## src/pkg/cmcl_pkg.sv

```systemverilog
// Package of constants, field layout, preset table and state types of the config loader.
package cmcl_pkg;

   // Configuration word, most significant field shifted in first.
   typedef struct packed {
      logic [6:0] mult;
      logic [5:0] div;
      logic [1:0] range_field;
      logic cascade_mode;
      logic insel;
      logic test;
   } cmcl_cfg_type;

   localparam int CFG_W = 18;
   localparam int MULT_POS = 11;
   localparam int DIV_POS = 5;
   localparam int RANGE_POS = 3;
   localparam int CASCADE_POS = 2;
   localparam int INSEL_POS = 1;
   localparam int TEST_POS = 0;
   localparam logic [CFG_W-1:0] CFG_RESET = 18'h00000;

   // Input select encoding.
   localparam logic INSEL_TTL = 1'h0;
   localparam logic INSEL_PECL = 1'h1;

   // Timing of the serial memory clock.
   localparam int SYS_CLK_NS = 40;
   localparam int EE_HALF_NS = 900;
   localparam int EE_HALF_CYC = (EE_HALF_NS + SYS_CLK_NS - 1) / SYS_CLK_NS;

   // Serial memory read: start bit, read opcode, address zero, then a dummy bit.
   localparam int EE_CMD_BITS = 9;
   localparam logic [EE_CMD_BITS-1:0] EE_READ_CMD = 9'h180;
   localparam int EE_DATA_FIRST = 10;
   localparam int EE_EDGES = 42;
   localparam int AUX_EDGES = 18;

   localparam int PRESET_NUM = 8;
   localparam int PRESET_IDX_W = 3;
   // {mult, div, range, cascade, insel, test}
   localparam logic [CFG_W-1:0] PRESETS [PRESET_NUM] = '{
      // RULE_13 - code zero
      {7'h00, 6'h00, 2'h1, 1'h1, INSEL_PECL, 1'h0},
      // RULE_14 - code one
      {7'h02, 6'h05, 2'h2, 1'h1, INSEL_PECL, 1'h0},
      // RULE_15 - code two
      {7'h05, 6'h02, 2'h1, 1'h1, INSEL_PECL, 1'h0},
      // RULE_16 - code three
      {7'h00, 6'h00, 2'h1, 1'h0, INSEL_PECL, 1'h0},
      // RULE_17 - code four
      {7'h00, 6'h00, 2'h1, 1'h0, INSEL_TTL, 1'h0},
      // RULE_18 - code five
      {7'h02, 6'h05, 2'h2, 1'h0, INSEL_TTL, 1'h0},
      // RULE_19 - code six
      {7'h05, 6'h02, 2'h1, 1'h0, INSEL_TTL, 1'h0},
      // RULE_20 - code seven test
      {7'h00, 6'h00, 2'h1, 1'h0, INSEL_TTL, 1'h1}
   };

   typedef enum logic [2:0] {
      ST_STRAP,
      ST_EEPROM,
      ST_AUX,
      ST_ROM,
      ST_PLL,
      ST_DESKEW,
      ST_LOCK
   } cmcl_state_type;

   typedef struct packed {
      cmcl_state_type st;
      cmcl_cfg_type cfg;
      logic cfg_valid;
      logic [5:0] bitcnt;
      logic [4:0] divcnt;
      logic sck;
      logic di;
      logic clk_prev;
      logic lock;
   } cmcl_regs_type;

endpackage : cmcl_pkg

```

## src/rtl/cmcl_loader.sv

```systemverilog
// Configuration loader with strap select, serial memory fetch, external shift and preset table.
// Functional notes
// RULE_01 - Keep an 18-bit configuration word, loaded once after each reset release.
// RULE_02 - Strap at release: high external shift, low preset table, floating memory fetch.
// RULE_03 - Reference input chosen by the loaded input select bit.
// RULE_04 - Select 0 means TTL reference, 1 means pseudo-ECL reference.
// RULE_05 - Order: load, PLL acquire, deskew adapt, then lock with all eight stable.
// RULE_06 - Lock output is active high.
// RULE_07 - Reset at any time clears state; reload, relock, lock again.
// RULE_08 - Memory fetch reads the two lowest 16-bit words of a 64x16 memory.
// RULE_09 - Device makes memory clock and address; drives data via strap pin.
// RULE_10 - Board ties memory chip select to reset so it selects after release.
// RULE_11 - External shift captures data on first 18 rising clock edges only.
// RULE_12 - Preset index is preset select high, config clock, serial data.
// RULE_13 - Code 0: PECL, cascade, range 01, divider 0, multiplier 0.
// RULE_14 - Code 1: PECL, cascade, range 10, divider 5, multiplier 2.
// RULE_15 - Code 2: PECL, cascade, range 01, divider 2, multiplier 5.
// RULE_16 - Code 3: PECL, no cascade, range 01, divider 0, multiplier 0.
// RULE_17 - Code 4: TTL, no cascade, range 01, divider 0, multiplier 0.
// RULE_18 - Code 5: TTL, no cascade, range 10, divider 5, multiplier 2.
// RULE_19 - Code 6: TTL, no cascade, range 01, divider 2, multiplier 5.
// RULE_20 - Code 7 sets test; test bypasses the PLL.
// RULE_21 - Cascade bit set for a clock manager reference, cleared for minimum phase.
// RULE_22 - Shift order multiplier, divider, range, cascade, select, test, MSB first.
// RULE_23 - Memory read sends start, read opcode, address zero, then 32 data bits.
`timescale 1ns/1ps

module cmcl_loader #(
   parameter int HALF_CYC = cmcl_pkg::EE_HALF_CYC
) (
   // Clock, reset and enable
   input wire logic clk,
   input wire logic sys_rst,
   input wire logic ce,
   // Mode strap pin, shared with the serial memory data input
   input wire logic mode_strap_in,
   input wire logic mode_strap_driven,
   output logic mode_strap_out,
   output logic mode_strap_oe,
   // Configuration clock pin
   input wire logic cfg_clk_in,
   output logic cfg_clk_out,
   output logic cfg_clk_oe,
   // Serial data and preset select
   input wire logic serial_config_data,
   input wire logic preset_select_high,
   // Analog status
   input wire logic pll_locked,
   input wire logic [7:0] deskew_stable,
   // Configuration and status
   output cmcl_pkg::cmcl_cfg_type cfg_o,
   output logic cfg_valid_o,
   output logic ref_sel_pecl,
   output logic cascade_mode,
   output logic pll_bypass,
   output logic lock_o
);

   localparam int HALF_LAST = HALF_CYC - 1;

   cmcl_pkg::cmcl_regs_type q;
   cmcl_pkg::cmcl_regs_type d;
   logic aux_rise;
   logic [cmcl_pkg::PRESET_IDX_W-1:0] rom_idx;

   function automatic logic cmd_bit(input logic [5:0] n);
      cmd_bit = 1'h0;
      if (n < 6'(cmcl_pkg::EE_CMD_BITS)) begin
         cmd_bit = cmcl_pkg::EE_READ_CMD[cmcl_pkg::EE_CMD_BITS - 1 - int'(n)];
      end
   endfunction : cmd_bit

   assign aux_rise = cfg_clk_in && !q.clk_prev;
   // RULE_12 - preset index order
   assign rom_idx = {preset_select_high, cfg_clk_in, serial_config_data};

   always_comb begin
      d = q;
      case (q.st)
         cmcl_pkg::ST_STRAP: begin
            // RULE_02 - strap picks method
            if (!mode_strap_driven) begin
               d.st = cmcl_pkg::ST_EEPROM;
               d.bitcnt = 6'h00;
               d.divcnt = 5'h00;
               d.sck = 1'h0;
               d.di = cmd_bit(6'h00);
            end else if (mode_strap_in) begin
               d.st = cmcl_pkg::ST_AUX;
               d.bitcnt = 6'h00;
               d.clk_prev = cfg_clk_in;
            end else begin
               d.st = cmcl_pkg::ST_ROM;
            end
         end
         cmcl_pkg::ST_ROM: begin
            // RULE_12 - table load
            d.cfg = cmcl_pkg::PRESETS[rom_idx];
            d.cfg_valid = 1'h1;
            d.st = cmcl_pkg::ST_PLL;
         end
         cmcl_pkg::ST_AUX: begin
            d.clk_prev = cfg_clk_in;
            // RULE_11 - first 18 edges
            if (aux_rise) begin
               // RULE_22 - MSB first shift
               d.cfg = {q.cfg[cmcl_pkg::CFG_W-2:0], serial_config_data};
               d.bitcnt = q.bitcnt + 6'h01;
               if (q.bitcnt == 6'(cmcl_pkg::AUX_EDGES - 1)) begin
                  d.cfg_valid = 1'h1;
                  d.st = cmcl_pkg::ST_PLL;
               end
            end
         end
         cmcl_pkg::ST_EEPROM: begin
            // RULE_10 - memory is selected while reset is released, so no select pin here.
            // RULE_09 - self-made memory clock
            if (q.divcnt == 5'(HALF_LAST)) begin
               d.divcnt = 5'h00;
               d.sck = !q.sck;
               if (!q.sck) begin
                  // RULE_08 - sample data words
                  if (q.bitcnt >= 6'(cmcl_pkg::EE_DATA_FIRST)) begin
                     d.cfg = {q.cfg[cmcl_pkg::CFG_W-2:0], serial_config_data};
                  end
                  d.bitcnt = q.bitcnt + 6'h01;
                  if (q.bitcnt == 6'(cmcl_pkg::EE_EDGES - 1)) begin
                     d.sck = 1'h0;
                     d.cfg_valid = 1'h1;
                     d.st = cmcl_pkg::ST_PLL;
                  end
               end else begin
                  // RULE_23 - command bit on falling edge
                  d.di = cmd_bit(q.bitcnt);
               end
            end else begin
               d.divcnt = q.divcnt + 5'h01;
            end
         end
         cmcl_pkg::ST_PLL: begin
            // RULE_05 - wait PLL acquire
            // RULE_20 - test skips PLL
            if (q.cfg.test || pll_locked) begin
               d.st = cmcl_pkg::ST_DESKEW;
            end
         end
         cmcl_pkg::ST_DESKEW: begin
            // RULE_05 - all eight deskewed
            if (&deskew_stable) begin
               d.st = cmcl_pkg::ST_LOCK;
               d.lock = 1'h1;
            end
         end
         cmcl_pkg::ST_LOCK: begin
            d.lock = 1'h1;
         end
         default: begin
            d.st = cmcl_pkg::ST_STRAP;
         end
      endcase
   end

   // RULE_07 - reset clears everything
   always_ff @(posedge clk or posedge sys_rst) begin
      if (sys_rst) begin
         q <= '0;
      end else if (ce) begin
         q <= d;
      end
   end

   // RULE_01 - held configuration word
   assign cfg_o = q.cfg;
   assign cfg_valid_o = q.cfg_valid;
   // RULE_03 - reference select output
   // RULE_04 - one means PECL
   assign ref_sel_pecl = q.cfg.insel == cmcl_pkg::INSEL_PECL;
   // RULE_21 - cascade bit out
   assign cascade_mode = q.cfg.cascade_mode;
   // RULE_20 - bypass from test bit
   assign pll_bypass = q.cfg.test && q.cfg_valid;
   // RULE_06 - active-high lock
   assign lock_o = q.lock;
   assign cfg_clk_out = q.sck;
   assign cfg_clk_oe = q.st == cmcl_pkg::ST_EEPROM;
   assign mode_strap_out = q.di;
   assign mode_strap_oe = q.st == cmcl_pkg::ST_EEPROM;
endmodule : cmcl_loader

```

## config.mk

```make
export PLATFORM = sky130hd
export DESIGN_NAME = cmcl_loader
export DESIGN_NICKNAME = d
export VERILOG_FILES = /design/src/pkg/cmcl_pkg.sv /design/src/rtl/cmcl_loader.sv
export SDC_FILE = /design/constraint.sdc
export NUM_CORES = 1
export LEC_CHECK = 0
export BUFFER_PORTS_ARGS = -buffer_cell sky130_fd_sc_hd__buf_2
export CORE_AREA = 4 4 60 75
export DETAILED_ROUTE_END_ITERATION = 8
export DIE_AREA = 0 0 64 79
export HOLD_SLACK_MARGIN = 0.03
export PLACE_DENSITY = 0.82
export SYNTH_ARGS = -nofsm -noshare
export SYNTH_HDL_FRONTEND = slang
export SYNTH_SLANG_ARGS = --single-unit
```

## constraint.sdc

```tcl
create_clock -name clk -period 3.69 [get_ports clk]
set_input_delay 1.107 -clock clk [delete_from_list [all_inputs] [get_ports clk]]
set_output_delay 1.107 -clock clk [all_outputs]
set_load 0.05 [all_outputs]
```

======== After elaboration in Yosys (flattened, before gate mapping) ========
Memories as Yosys holds them, arrays and structs flattened.
Cells that the tools add are included.
operators by class
  add/subtract/negate cells ............... 3
  $lt $le $gt $ge ......................... 4
  eq/ne operators ......................... 22
  mux-type cells .......................... 34
  bitwise operators ....................... 2
  reduce and logical (&&, ||, !) cells .... 21
operators by type and width
  cell                   number
  $mux W28               3
  $pmux W19 S3           1
  $mux W18               3
  $pmux W3 S7            1
  $pmux W6 S3            1
  $ne A2 B2 Y1 const B   8
  $mux W3                5
  $pmux W7 S2            1
  $mux W1                12
  $mux W6                2
  $reduce_and A6 Y1      2
  $eq A3 B3 Y1 const B   3
  $reduce_and A9 Y1      1
  $ne A2 B1 Y1 const B   4
  $reduce_and A4 Y1      2
  $reduce_and A8 Y1      1
  $lt A7 B6 Y1 const B   1
  $mux W7                1
  $reduce_and A7 Y1      1
  $sub A4 B6 Y7 const A  1
  $add A6 B1 Y6 const B  1
  $eq A3 B2 Y1 const B   2
  $eq A6 B5 Y1 const B   1
  $eq A6 B6 Y1 const B   1
  other kinds (20)       27
word-level totals
  flip-flop bits (word level) ............. 37
  memory bits (read-only) ................. 160
  input port bits ......................... 17
  output and inout port bits .............. 27
  word-level logic and storage cells ...... 102
  memories ................................ 2
memory list
  memory           depth  bits a word  rd ports  clocked after memory_dff  wr ports  RTL line           RTL
  (no name shown)  8      18           1         0                         0         cmcl_loader.sv:98  d.cfg = cmcl_pkg::PRESETS[rom_idx];
  (no name shown)  16     1            1         0                         0         cmcl_loader.sv:69  cmd_bit = cmcl_pkg::EE_READ_CMD[cmcl_pkg::EE_CMD_BITS - 1 - int'(n)];

======== Longest topological paths before layout ========
  depth in word-level cells ............... 8
  mapped depth ............................ 8
  mapped depth without buffers ............ 7

======== Worst setup path before layout ========
OpenSTA, ideal clock, no wires.
  kind .................................... register -> output
  start point ............................. register q[35] (netlist name)
  end point ............................... output port mode_strap_oe
  arrival time ............................ 1.312 ns
  required time ........................... 2.583 ns
  slack ................................... 1.271 ns
  cell stages (with the launch flop) ...... 5
  buffers on the path ..................... 1
  cell sequence ........................... dfrtp_1 -> nand2b_2 -> nand2b_2 -> inv_2 -> buf_4
between the ends
  longest elaborated chain between the ends .. 1
RTL lines
  what                    RTL line            RTL
  from (decl)             cmcl_loader.sv:61   cmcl_pkg::cmcl_regs_type q;
  from (signal assigned)  cmcl_loader.sv:166  q <= '0;
  from (signal assigned)  cmcl_loader.sv:168  q <= d;
  $eq A3 B1 Y1            n/a
  to (decl)               cmcl_loader.sv:39   output logic mode_strap_oe,
Every way passes these cells.

======== Final worst setup path ========
  start point ............................. register q[35] (netlist name)
  end point ............................... output port cfg_clk_oe
between the ends
  longest elaborated chain between the ends .. 1
RTL lines
  what          RTL line            RTL
  $eq A3 B1 Y1  cmcl_loader.sv:185  assign cfg_clk_oe = q.st == cmcl_pkg::ST_EEPROM;
  to (decl)     cmcl_loader.sv:43   output logic cfg_clk_oe,
Every way passes these cells.

==> results.yml <==
run_status:
  status: "completed"
finish:
  layout_commonest_cell: "buf_2"
  fill_cells: 318
  n_antenna_cell: 0
  layout.nets: 288
  multi_input_area_mm2: 0.00101
  finalNonFillerCells: 320
  area_growth_pct: 10.4
  fin_area_mm2: 0.00240
  final-seq-area_um2: 926
  layout-drive-gt1-share: 0.237
  final_cell_mix: "buf_2 (43), dfrtp_1 (37), nand2_1 (34), o21ai_1 (17)"
place:
  place_area_mm2: 0.00228
  post-place-ws_ns: 0.962
  place.gp.congestion: 0.837
  portBuffers: 43
  dp.cells: 312
  hpwl_um: 3400
worst_setup_path:
  worst_ep_required_time_ns: 2.58
  start_kind: "flip-flop"
  critPathMaxFanout: 13
  critical_path_class: "reg -> out"
  startpoint: "q[35]"
  worstSetupEndpointType: "output pin"
  worstPathArrival_ns: 1.75
  rr_startpoint: "q[35]"
synthesis:
  synth_seq_cells: 37
  yosys.area_share.simple: 0.180
  synthCells: 242
  synth_ff_type: "dfrtp_1"
  syn_avg_cell_area_um2: 8.97
  synthAdderAreaFrac: 0.0346
  async_reset_ff_frac: 1.00
  synth_top_family_by_area: "compound AO/OA/AOI/OAI gates"
  yosysWarnings: 0
  synthXorXnorAreaFrac: 0.0161
  yosys-mux-area-fraction: 0.0213
  syn-num-nets: 265
  synth_edf_count: 0
  synth_compound_area_frac: 0.216
  synth_cell_types: 44
  netlist_area_mm2: 0.00217
  yosysSeqAreaShare: 0.427
timing:
  setup_tns_ns: 0
  finalCritPeriodShare: 0.776
  setup_viol: 0
  relSlewSlack: 0.445
  drv_slew: 0
  fin_skew_ns: 0.00725
  maxClockFrequency_ghz: 0.349
  timing.final.ws_setup_ns: 0.828
  min_period_ns: 2.86
  worstMarginPinSlew_ns: 0.833
  rsz0062_at_grt: "false"
  finalHoldViolCount: 0
power_and_ir_drop:
  power.leakage_nw: 1.15
  total_power_mw: 1.06
  p_per_area_mw_per_mm2: 443
  vdd_ir_drop_max_v: 0.000208
clock_tree:
  cts_tree: "built"
  post-cts-setup-buffers: 0
  cts_sinks: 37
  htreeDepth: 2
  clk_latency_ns: 0.29
  numCtsBuffers: 5
  ctsHoldBuffers: 0
  cts_resized: 0
  clockBufferDepth: 2
  cts_root_buffer: "clkbuf_8"
  clkTransAtPathRegs_ns: 0.07
route:
  postRouteAntennaNets: 0
  routedWlPerCell_um: 14.0
  drc: 0
  num_vias: 1736
  post_drt_via_cell_ratio: 5.43
  wirelength_um: 4470
  drt_iter0_markers: 55
  first_pass_iters: 4
grt:
  grt_usage: 0.199
  grt-ovfl-total: 0
  grt_max_degree: 37
  grt_pass1_wl_um: 8090
  grt_pass1_vias: 1796
  antenna_found_initial: 0
run:
  cap_violations: 0
floorplan:
  start_util: 0.573
  dieArea_mm2: 0.00506
  die_h_um: 79
  num_io_pins: 44
  die_width_um: 64
  core_mm2: 0.00378
  rows: 25
min_path:
  min_path_type: "reg -> reg"
  min-delay-start: "lock_o"
## cells in the mapped netlist, types with 2 or more instances
cell	count	share of area
dfrtp_1	37	0.43
nand2_1	34	0.059
buf_4	20	0.069
o21ai_1	17	0.039
a21oi_1	15	0.035
nor2_1	15	0.026
o21ai_0	12	0.028
inv_1	9	0.016
o31ai_1	7	0.024
buf_2	6	0.014
ha_1	6	0.035
nand4_1	5	0.014
nand3_1	4	0.0092
nor3_1	4	0.0092
a211oi_1	3	0.010
and2_1	3	0.0087
clkbuf_1	3	0.0052
nand2b_2	3	0.012
nor3b_1	3	0.010
xor2_1	3	0.012
a211o_1	2	0.0081
a21o_1	2	0.0069
mux2i_1	2	0.0092
nand2b_1	2	0.0058
nand4b_1	2	0.0081
nor2b_1	2	0.0058
o2111ai_1	2	0.0081
o22a_1	2	0.0081
o22ai_1	2	0.0058
## registers in the layout, indices dropped and copies added, names as in the netlist
name,flops
cfg_clk_out,1
cfg_o,16
lock_o,1
cfg_valid_o,1
cascade_mode,1
ref_sel_pecl,1
q,15
mode_strap_out,1
## final timing paths
kind | end | cells past startpoint | slack [ns]
worst max-delay path | cfg_clk_oe | 4 | 0.83
worst min-delay path | lock_o | 1 | 0.48
worst max register to register | cfg_o[3] | 5 | 1.50
worst min register to register | lock_o | 1 | 0.48
min in group asynchronous | cfg_o[7] | 2 | 0.91
max in group asynchronous | cfg_o[0] | 3 | 2.07
## final cells by class
class / instances / share of cell area
Clock buffer: 6 / 0.0345
Clock inverter: 2 / 0.0157
Inverter: 10 / 0.0157
Multi-Input combinational cell: 166 / 0.423
Sequential cell: 37 / 0.386
Tap cell: 54 / 0.0282
Timing Repair Buffer: 45 / 0.0961
## per-layer routing
layer / wire (um) / vias up / GRT usage
li1: - / 875 / -
met1: 1890 / 822 / 0.245
met2: 2370 / 34 / 0.342
met3: 151 / 5 / 0.0283
met4: 61 / 0 / 0.0886
met5: 0 / - / 0
## critical path, cell delays in order (launching register included)
cell,delay (ns)
dfrtp_1,0.53
nand2b_2,0.30
nand2b_2,0.26
inv_2,0.11
buf_2,0.27
## metrics by stage
step / util / hold slack [ns]
3_3_place_gp: 0.601 / 0.450
3_5_place_dp: 0.601 / 0.462
6_report: 0.633 / 0.476
2_1_floorplan: - / 0.451
4_1_cts: 0.633 / 0.479
5_1_grt: 0.633 / 0.496
## report_power, final
group	leakage (nW)	internal (mW)	switching, mW
registers	0.483	0.448	0.0410
clock network	0.0574	0.220	0.147
logic	0.607	0.0681	0.138
total	1.15	0.736	0.327
## logic make-up (layout without fill, tap and decap cells)
family,count (synthesis),after routing
buffers and inverters,39,63
AO/OA/AOI/OAI,71,71
XOR/XNOR,4,4
AND/OR/NAND/NOR,81,81
flip-flops,37,37
multiplexers,4,4
adder cells (fa/ha/maj),6,6
(Power assumes the default switching activity.)
